`src/hw/clock_gen_pkg.sv`:
```
// constants, types and register layout of the clock generator status block
// assumes one bus clock and a simple strobe register port
//
// How it works
// - two-bit mode state: 00 self, 01 internal fll, 10 bypass, 11 external fll
// - reference state bit: 0 external clock, 1 crystal selected
// - sticky loss-of-lock flag set on unexpected unlock, held until cleared
// - lock bit follows lock, forced low in off, self and bypass modes
// - sticky loss-of-clock flag set on clock loss outside the off state, held until cleared
// - external reference stable bit follows the stable-and-fast-enough input
// - interrupt flag set while a request is pending, cleared by reset
// - flag clears only after status read with flag set, then write one
// - a new interrupt during the clear sequence restarts the sequence
// - writing zero to the interrupt flag leaves it set but cancels the armed clear sequence
// - oscillator stable after two in-tolerance samples and a non-static clock
// - leaving off with select x1 waits for oscillator stable
// - self mode starts oscillator monitoring only once stable
// - entering off clears the oscillator stable bit
// - loss of lock raises interrupt if its reset enable is 0, else reset
// - loss of clock raises interrupt if its reset enable is 0, else reset
package clock_gen_pkg;

  localparam logic [3:0] mode_status_addr = 4'h0;
  localparam logic [3:0] osc_status_addr  = 4'h1;
  localparam logic [3:0] irq_mask_addr    = 4'h2;
  localparam logic [3:0] event_status_addr = 4'h3;

  localparam int mode_pos   = 6;
  localparam int ref_pos    = 5;
  localparam int lol_pos    = 4;
  localparam int lock_pos   = 3;
  localparam int loc_pos    = 2;
  localparam int ext_ref_stable_pos   = 1;
  localparam int irqf_pos   = 0;
  localparam int osc_pos    = 0;

  localparam logic [7:0] mask_reset  = 8'h00;
  localparam logic [1:0] samples_needed = 2'h2;

  typedef enum logic [1:0] {
    mode_self     = 2'b00,
    mode_fll_int  = 2'b01,
    mode_bypass   = 2'b10,
    mode_fll_ext  = 2'b11
  } clock_mode_t;

  // gray along off -> wait -> run
  typedef enum logic [1:0] {
    st_off  = 2'b00,
    st_wait = 2'b01,
    st_run  = 2'b11
  } run_state_t;

  typedef struct packed {
    logic [3:0] addr;
    logic [7:0] wdata;
    logic       wr;
    logic       rd;
  } reg_req_t;

  // pulse mask layout of the event register
  localparam int ev_lol = 0;
  localparam int ev_loc = 1;
  localparam int ev_irq = 2;

endpackage : clock_gen_pkg

```
`src/hw/clock_gen_status_flags.sv`:
```
// status flags of the clock generator: mode, lock, loss flags, stability, irq flag
// assumes the analog fll, oscillator and reference monitor drive the raw inputs
//
// Local design decisions: strobed register access and the placing of the registers.
`timescale 1ns/1ps
module clock_gen_status_flags
  import clock_gen_pkg::*;
(
  // clock and reset
  input  wire logic                  clk,
  input  wire logic                  reset,
  input  wire logic                  clk_en,
  // register port
  input  wire clock_gen_pkg::reg_req_t req,
  output logic [7:0]                 rdata,
  // control from the configuration side
  input  wire logic [1:0]            clock_mode_select,
  input  wire logic                  reference_select,
  input  wire logic                  lock_loss_reset_enable,
  input  wire logic                  clock_loss_reset_enable,
  input  wire logic                  off_request,
  // monitor inputs
  input  wire logic                  fll_locked,
  input  wire logic                  clock_lost,
  input  wire logic                  ext_ref_ok,
  input  wire logic                  count_in_tolerance,
  input  wire logic                  count_sample,
  input  wire logic                  osc_toggling,
  // outputs
  output logic                       reset_request,
  output logic                       irq,
  output logic                       osc_monitor_enable
);
  import clock_gen_pkg::*;

  //////////////////////////////////////////////////////////////////////////////
  // mode state machine and synchronised select

  logic [1:0]  sel_meta_q;
  logic [1:0]  sel_sync_q;
  run_state_t  run_q;
  clock_mode_t clock_mode_state_q;
  logic        reference_select_state_q;
  logic        osc_stable_flag_q;
  logic [1:0]  good_count_q;

  always_ff @(posedge clk or posedge reset) begin
    if (reset) begin
      sel_meta_q <= 2'h0;
      sel_sync_q <= 2'h0;
    end else if (clk_en) begin
      sel_meta_q <= clock_mode_select;
      sel_sync_q <= sel_meta_q;
    end
  end

  always_ff @(posedge clk or posedge reset) begin
    if (reset) begin
      run_q <= st_run;
    end else if (clk_en) begin
      case (run_q)
        st_run: begin
          if (off_request) begin
            run_q <= st_off;
          end
        end
        st_off: begin
          if (!off_request) begin
            run_q <= sel_sync_q[0] ? st_wait : st_run;
          end
        end
        st_wait: begin
          if (off_request) begin
            run_q <= st_off;
          end else if (osc_stable_flag_q) begin
            run_q <= st_run;
          end
        end
        default: begin
          run_q <= st_run;
        end
      endcase
    end
  end

  always_ff @(posedge clk or posedge reset) begin
    if (reset) begin
      clock_mode_state_q <= mode_self;
    end else if (clk_en) begin
      if (run_q == st_run) begin
        clock_mode_state_q <= clock_mode_t'(sel_sync_q);
      end else begin
        clock_mode_state_q <= mode_self;
      end
    end
  end

  always_ff @(posedge clk or posedge reset) begin
    if (reset) begin
      reference_select_state_q <= 1'b0;
    end else if (clk_en) begin
      reference_select_state_q <= reference_select;
    end
  end

  //////////////////////////////////////////////////////////////////////////////
  // oscillator stability

  always_ff @(posedge clk or posedge reset) begin
    if (reset) begin
      good_count_q      <= 2'h0;
      osc_stable_flag_q <= 1'b0;
    end else if (clk_en) begin
      if (run_q == st_off) begin
        good_count_q      <= 2'h0;
        osc_stable_flag_q <= 1'b0;
      end else if (!osc_toggling) begin
        good_count_q      <= 2'h0;
        osc_stable_flag_q <= 1'b0;
      end else if (count_sample) begin
        if (!count_in_tolerance) begin
          good_count_q      <= 2'h0;
          osc_stable_flag_q <= 1'b0;
        end else if (good_count_q != samples_needed) begin
          good_count_q      <= good_count_q + 2'h1;
          osc_stable_flag_q <= (good_count_q + 2'h1) == samples_needed;
        end
      end
    end
  end

  always_comb begin
    osc_monitor_enable = (run_q != st_off) && (clock_mode_state_q == mode_self) && osc_stable_flag_q;
  end

  //////////////////////////////////////////////////////////////////////////////
  // lock and loss flags

  logic lock_q;
  logic lock_prev_q;
  logic loss_of_lock_flag_q;
  logic loss_of_clock_flag_q;
  logic ext_ref_stable_q;
  logic fll_engaged;
  logic lol_event;
  logic loc_event;
  logic status_read;
  logic status_write;

  assign fll_engaged = (run_q == st_run) && clock_mode_state_q[0];
  assign lol_event   = lock_prev_q && !fll_locked && fll_engaged;
  assign loc_event   = clock_lost && (run_q != st_off);
  assign status_read  = req.rd && (req.addr == mode_status_addr);
  assign status_write = req.wr && (req.addr == mode_status_addr);

  always_ff @(posedge clk or posedge reset) begin
    if (reset) begin
      lock_q      <= 1'b0;
      lock_prev_q <= 1'b0;
    end else if (clk_en) begin
      lock_q      <= fll_engaged && fll_locked;
      lock_prev_q <= fll_engaged && fll_locked;
    end
  end

  // sticky loss of lock, set beats write-one clear
  always_ff @(posedge clk or posedge reset) begin
    if (reset) begin
      loss_of_lock_flag_q <= 1'b0;
    end else if (clk_en) begin
      if (lol_event) begin
        loss_of_lock_flag_q <= 1'b1;
      end else if (status_write && req.wdata[lol_pos]) begin
        loss_of_lock_flag_q <= 1'b0;
      end
    end
  end

  always_ff @(posedge clk or posedge reset) begin
    if (reset) begin
      loss_of_clock_flag_q <= 1'b0;
    end else if (clk_en) begin
      if (loc_event) begin
        loss_of_clock_flag_q <= 1'b1;
      end else if (status_write && req.wdata[loc_pos]) begin
        loss_of_clock_flag_q <= 1'b0;
      end
    end
  end

  always_ff @(posedge clk or posedge reset) begin
    if (reset) begin
      ext_ref_stable_q <= 1'b0;
    end else if (clk_en) begin
      ext_ref_stable_q <= ext_ref_ok;
    end
  end

  //////////////////////////////////////////////////////////////////////////////
  // interrupt flag and reset request

  logic clock_gen_irq_flag_q;
  logic clear_armed_q;
  logic irq_event;
  logic rst_event;

  assign irq_event = (lol_event && !lock_loss_reset_enable) || (loc_event && !clock_loss_reset_enable);
  assign rst_event = (lol_event && lock_loss_reset_enable) || (loc_event && clock_loss_reset_enable);

  always_ff @(posedge clk or posedge reset) begin
    if (reset) begin
      reset_request <= 1'b0;
    end else if (clk_en) begin
      reset_request <= rst_event;
    end
  end

  always_ff @(posedge clk or posedge reset) begin
    if (reset) begin
      clear_armed_q <= 1'b0;
    end else if (clk_en) begin
      if (irq_event) begin
        clear_armed_q <= 1'b0;
      end else if (status_read && clock_gen_irq_flag_q) begin
        clear_armed_q <= 1'b1;
      end else if (status_write) begin
        clear_armed_q <= 1'b0;
      end
    end
  end

  always_ff @(posedge clk or posedge reset) begin
    if (reset) begin
      clock_gen_irq_flag_q <= 1'b0;
    end else if (clk_en) begin
      if (irq_event) begin
        clock_gen_irq_flag_q <= 1'b1;
      end else if (status_write && req.wdata[irqf_pos] && clear_armed_q) begin
        clock_gen_irq_flag_q <= 1'b0;
      end
    end
  end

  //////////////////////////////////////////////////////////////////////////////
  // event status, mask and interrupt line

  logic [7:0] irq_mask_q;
  logic [7:0] event_status_q;
  logic [7:0] event_set;

  always_comb begin
    event_set         = 8'h00;
    event_set[ev_lol] = lol_event;
    event_set[ev_loc] = loc_event;
    event_set[ev_irq] = irq_event;
  end

  always_ff @(posedge clk or posedge reset) begin
    if (reset) begin
      irq_mask_q <= mask_reset;
    end else if (clk_en && req.wr && req.addr == irq_mask_addr) begin
      irq_mask_q <= req.wdata;
    end
  end

  // read clears, but a same-cycle event survives
  always_ff @(posedge clk or posedge reset) begin
    if (reset) begin
      event_status_q <= 8'h00;
    end else if (clk_en) begin
      if (req.rd && req.addr == event_status_addr) begin
        event_status_q <= event_set;
      end else begin
        event_status_q <= event_status_q | event_set;
      end
    end
  end

  assign irq = |(event_status_q & irq_mask_q);

  //////////////////////////////////////////////////////////////////////////////
  // read data

  logic [7:0] mode_word;

  always_comb begin
    mode_word                          = 8'h00;
    mode_word[mode_pos+1:mode_pos]     = clock_mode_state_q;
    mode_word[ref_pos]                 = reference_select_state_q;
    mode_word[lol_pos]                 = loss_of_lock_flag_q;
    // lock_q lags a mode change by a cycle, so gate it with the live engagement
    mode_word[lock_pos]                = lock_q && fll_engaged;
    mode_word[loc_pos]                 = loss_of_clock_flag_q;
    mode_word[ext_ref_stable_pos]                = ext_ref_stable_q;
    mode_word[irqf_pos]                = clock_gen_irq_flag_q;
  end

  always_ff @(posedge clk or posedge reset) begin
    if (reset) begin
      rdata <= 8'h00;
    end else if (clk_en) begin
      if (req.rd) begin
        case (req.addr)
          mode_status_addr:  rdata <= mode_word;
          osc_status_addr:   rdata <= {7'h00, osc_stable_flag_q};
          irq_mask_addr:     rdata <= irq_mask_q;
          event_status_addr: rdata <= event_status_q;
          default:           rdata <= 8'h00;
        endcase
      end else begin
        rdata <= 8'h00;
      end
    end
  end

endmodule : clock_gen_status_flags

```
`config.mk`:
```
export PLATFORM = sky130hd
export DESIGN_NAME = clock_gen_status_flags
export DESIGN_NICKNAME = d
export VERILOG_FILES = /design/src/hw/clock_gen_pkg.sv /design/src/hw/clock_gen_status_flags.sv
export SDC_FILE = /design/constraint.sdc
export NUM_CORES = 1
export LEC_CHECK = 0
export ABC_AREA = 1
export CAP_MARGIN = 20
export CELL_PAD_IN_SITES_DETAIL_PLACEMENT = 0
export CELL_PAD_IN_SITES_GLOBAL_PLACEMENT = 1
export CORE_MARGIN = 10
export CORE_UTILIZATION = 41
export DETAILED_ROUTE_END_ITERATION = 10
export DONT_BUFFER_PORTS = 1
export PLACE_DENSITY_LB_ADDON = 0.1
export SETUP_SLACK_MARGIN = 0.02
export SLEW_MARGIN = 20
export SYNTH_ARGS = -nofsm -noshare
export SYNTH_HDL_FRONTEND = slang
export SYNTH_SLANG_ARGS = --single-unit
```
`constraint.sdc`:
```
create_clock -name clk -period 1.1 [get_ports clk]
set_input_delay 0.055 -clock clk [delete_from_list [all_inputs] [get_ports clk]]
set_output_delay 0.055 -clock clk [all_outputs]
set_load 0.05 [all_outputs]
```
* Word-level counts from Yosys, hierarchy flattened *
Cells that the tools add are included.
Widths: inputs -> output; s select.

word-level totals
  word-level logic and storage cells = 103
  memory bits (read-only) = 0
  output and inout port bits = 11
  bits in registers = 43
  latch bits = 0
  memories kept = 0
  bits of input ports = 29
  memory bits (writable) = 0

cells by class
  add/subtract/negate cells = 1
  order comparisons = 0
  eq/ne operators = 12
  $mul = 0
  shifts and indexed selects = 0
  bitwise operators = 2
  reductions and logical operators = 42
  mux-type cells = 29
  div/mod/pow operators = 0

operators with widths
  operator            count
  $pmux 8 s4          1
  $logic_and 1x1->1   22
  $mux 2              11
  $mux 8              2
  $mux 1              14
  $and 8x8->8         1
  $eq 4x2->1 const B  2
  $or 8x3->8          1
  $reduce_and 2->1    4
  $reduce_bool 2->1   4
  $reduce_or 8->1     1
  $ne 2x2->1 const B  3
  $pmux 2 s3          1
  $eq 2x2->1 const B  2
  $eq 4x1->1 const B  1
  $logic_not 2->1     2
  $logic_not 4->1     1
  $ne 4x2->1 const B  1
  $reduce_and 4->1    1
  $logic_not 1->1     3
  $ne 3x2->1 const B  1
  $ne 3x3->1 const B  1
  $reduce_and 3->1    1
  $reduce_bool 3->1   1
  3 further kinds     4

* Longest topological paths before layout *
  word-level depth = 7
  gate-level depth with buffers = 8
  depth with buffers taken out = 8

* Least setup slack after synthesis *
OpenSTA, ideal clock, no wires.

  kind = register to output
  from = register run_q[0]
  to = output port osc_monitor_enable
  buffers on the path = 0
  cell stages (with the launch flop) = 3
  slack = -0.679 ns
  required time = 1.045 ns
  data arrival time = 1.724 ns
  path through = dfstp_2 nor2_1 nor3_1

on the way
  cells in the longest elaborated chain, start to end = 3

RTL lines
  what                            line                           text
  start, declared                 clock_gen_status_flags.sv:41   run_state_t run_q;
  start signal, assigned          clock_gen_status_flags.sv:59   run_q <= st_run;
  start signal, assigned          clock_gen_status_flags.sv:64   run_q <= st_off;
  start signal, assigned          clock_gen_status_flags.sv:69   run_q <= sel_sync_q[0] ? st_wait : st_run;
  $reduce_bool 2->1               clock_gen_status_flags.sv:133  osc_monitor_enable = (run_q != st_off) && (clock_mode_state_q == mode_self) && osc_stable_flag_q;
  $logic_and 1x1->1 (2 in a row)  clock_gen_status_flags.sv:133
  end, declared                   clock_gen_status_flags.sv:32   output logic osc_monitor_enable

No other way between the ends.

* Worst setup path after layout *
  from = register run_q[1]
  to = register clock_gen_irq_flag_q

on the way
  cells in the longest elaborated chain, start to end = 7
  elaborated cells on any way between the ends = 11
  classes of those cells = 1 x eq/ne; 1 x mux; 9 x reduce/logical

RTL lines
  what                                line                           text
  $eq 2x2->1                          clock_gen_status_flags.sv:150  assign fll_engaged = (run_q == st_run) && clock_mode_state_q[0];
  $logic_and 1x1->1                   clock_gen_status_flags.sv:150
  $logic_and 1x1->1                   clock_gen_status_flags.sv:151  assign lol_event = lock_prev_q && !fll_locked && fll_engaged;
  $logic_and 1x1->1                   clock_gen_status_flags.sv:207  assign irq_event = (lol_event && !lock_loss_reset_enable) || (loc_event && !clock_loss_reset_enable);
  $logic_or 1x1->1 (*)                clock_gen_status_flags.sv:207
  $reduce_bool 2->1 (no source line)  n/a
  $reduce_and 2->1 (no source line)   n/a
  end signal, assigned                clock_gen_status_flags.sv:234  clock_gen_irq_flag_q <= 1'b0;
  end signal, assigned                clock_gen_status_flags.sv:237  clock_gen_irq_flag_q <= 1'b1;
  end signal, assigned                clock_gen_status_flags.sv:239  clock_gen_irq_flag_q <= 1'b0;
  end, declared                       clock_gen_status_flags.sv:202  logic clock_gen_irq_flag_q;

Every way passes the cells marked *; elsewhere a longest branch is shown, timed or not.
A chain may end at the register's enable or synchronous reset.

==> results.toml <==
[status]
status = "finished, violations left"
failed_checks = "negative setup slack"

[floorplan]
core_sq_um = 4410
die_area_sq_um = 7770
start_util_pct = 43.1
die_w_um = 88.1
pin_count = 40
rows = 24
dieHeight_um = 88.1

[worst_setup_path]
cp.required_ps = 1320
crit_arrival_ps = 1510
r2r.worst_path.cells = 7
critPathKind = "reg -> reg"
crit_path_end_kind = "flop"
crit_fanout = 4
startpoint_type = "flop"

[route]
drt_iter0_drc = 59
wl_met3_um = 321
vias = 1738
remaining_drc_errors = 0
routed.top_layer = "met4"
dr.pass1.iters = 5
wire_per_inst_um = 14.8
wl_met1_mm = 2.28
wl_met2_mm = 2.38
via_per_inst = 5.07
finalWirelength_mm = 5.07
antenna_left = 0

[clock_network]
numCtsBuffers = 5
cts_root_buffer = "clkbuf_8"
htreeDepth = 2
cts.clk_slew.worst_paths_ps = 70
clock_path_buffers = 2
clk_latency_ps = 280
numClockSinks = 38
cts_tree = "done"

[power]
pwr-share-seq_pct = 41.8
intPower_mw = 2.81
power_frac_clock_pct = 22.9
p_total_mw = 4.20
ir_drop_uv = 954
p_sw_mw = 1.39
p_leak_nw = 1.31
power_frac_comb_pct = 35.3
powerDensity_nw_per_um2 = 1610
swShare_pct = 33.2

[placement]
detailed_place_hpwl_mm = 3.69
io_buffers = 0
gp_congestion = 0.850
placed_cells = 305

[timing]
finalCriticalPeriod_ps = 1300
slew_headroom_pct = 55.9
worst_pin_slew_ps = 662
finalHoldViolCount = 0
whs_ps = 21.7
clock_skew_ps = 6.91
drv_slew = 0
setup_viol = 18
fmax_ghz = 0.771
setup_slack_ps = -197
grt_setup_unrepaired = "true"
min_period_over_period_pct = 118

[flow_run]
max_cap_viol_count = 0

[logic_synthesis]
synth-seq-area-share_pct = 50.1
syn-mean-instance-area_sq_um = 8.06
syn-cell-area_sq_um = 1900
ys_ff_latch = 38
syn_inst = 236
yosys.area.top_type_share_pct = 47.3
yosysTopAreaCell = "dfrtp_1"
netlist_top_cells_area = "dfrtp_1, nand2_1, nand3_1"
yosys_warnings = 0
syn-num-nets = 267
yosysUniqueCellTypes = 28

[final_layout]
fin_cells = 343
final_nets = 321
fin_util_pct = 59.2
mostFrequentLayoutCells = "nand2_1, dfrtp_1, buf_4"
insertedDiodeCount = 0
final_common_cell = "nand2_1"
area_growth_pct = 37.2
layout-drive-gt1-share_pct = 25.4

[hold_path]
min_path_type = "in -> reg"
hold_path_depth = 3

[grt]
grtUsageTotal_pct = 13.7
antenna_found_initial = 0
grt_overflow = 0
grt_max_degree = 25
grt_pass1_wl_mm = 8.62
grt_pass1_vias = 1849
-- cell type report --
cell class | count | area [sq um]
clock buffers | 8 | 90.1
well taps | 52 | 65.1
repair buffers | 53 | 485
multi-input cells | 166 | 920
flip-flops and latches | 38 | 953
inverters | 26 | 97.6
fillers | 398 | 1800
-- path summary, 6_finish.rpt --
path	slack [ps]	from	endpoint
max	-200	run_q[1]	clock_gen_irq_flag_q
min	20	clock_lost	clear_armed_q
max reg2reg	-200	run_q[1]	clock_gen_irq_flag_q
min reg2reg	480	rdata[5]	rdata[5]
max in group asynchronous	550	reset	loss_of_lock_flag_q
min in group asynchronous	260	reset	sel_sync_q[0]
-- per-stage QoR --
stage	TNS (ps)	instance area, sq um	setup slack [ps]
after floorplan	-35.8	1920	-28.7
after global placement	-109	2130	-29.9
after detailed placement	-651	2130	-84.7
after CTS	-2580	2510	-203
after global routing	-3770	2610	-280
final	-2580	2610	-197
-- worst max-delay path, cell delays in order, from the launching register on --
cell	delay, ps
dfstp_2	580
buf_6	120
nand2_4	50
nor2_4	130
nand4_1	140
o21ai_2	90
inv_1	70
nand2_1	60
-- metal layers --
metal  up-vias  GRT usage, %
met5         -             0
met4         0          4.85
met3        11          4.27
met2        40          21.2
met1       821          17.7
li1        866             -
-- power by group through the flow --
stage / clock [mW] / combinational, mW / sequential (mW)
2_1_floorplan: 0 / 0.615 / 1.78
3_3_place_gp: 0 / 0.913 / 1.77
3_5_place_dp: 0 / 0.957 / 1.77
4_1_cts: 0.997 / 1.27 / 1.74
5_1_grt: 1.06 / 1.62 / 1.78
6_report: 0.964 / 1.48 / 1.75
-- state kept, by name, indices dropped and copies added (netlist names), 2 cells and up --
name,count
rdata,8
sel_sync_q,2
good_count_q,2
irq_mask_q,8
run_q,2
clock_mode_state_q,2
sel_meta_q,2
event_status_q,3
-- timing repair --
item,in CTS,in global routing
hold endpoints to repair,61,0
setup buffers,5,5
endpoints found under the setup margin,16,22
hold buffers,20,0
resized for setup,11,19
pin swaps,5,16
-- cells in the mapped netlist --
library cell  number
nor2_4             3
nand3_1           22
o21ai_0           15
nand2_1           84
o22ai_1            1
buf_2              3
buf_4              1
buf_6              1
a31oi_1            1
ha_1               2
nor2_1            13
a21oi_2            2
nand2_2            2
nor3_1             1
nand3_4            1
o211ai_1           1
clkinv_1           1
inv_1             23
dfrtp_1           36
inv_2              2
nand4_1            5
clkbuf_1           1
o21ai_1            2
o31ai_1            2
and3_1             1
o21ai_2            7
dfstp_2            2
nand3_2            1
-- cells by family after synthesis --
| group | count (synthesis) | share of synthesized area (%) |
|---|---|---|
| adders and majority gates | 2 | 1.31 |
| and+or+nand+nor | 133 | 31.0 |
| AOI/OAI and AO/OA | 31 | 10.5 |
| buffers and inverters | 32 | 7.10 |
| DFF | 38 | 50.1 |
Power figures use the tool's default switching activity.
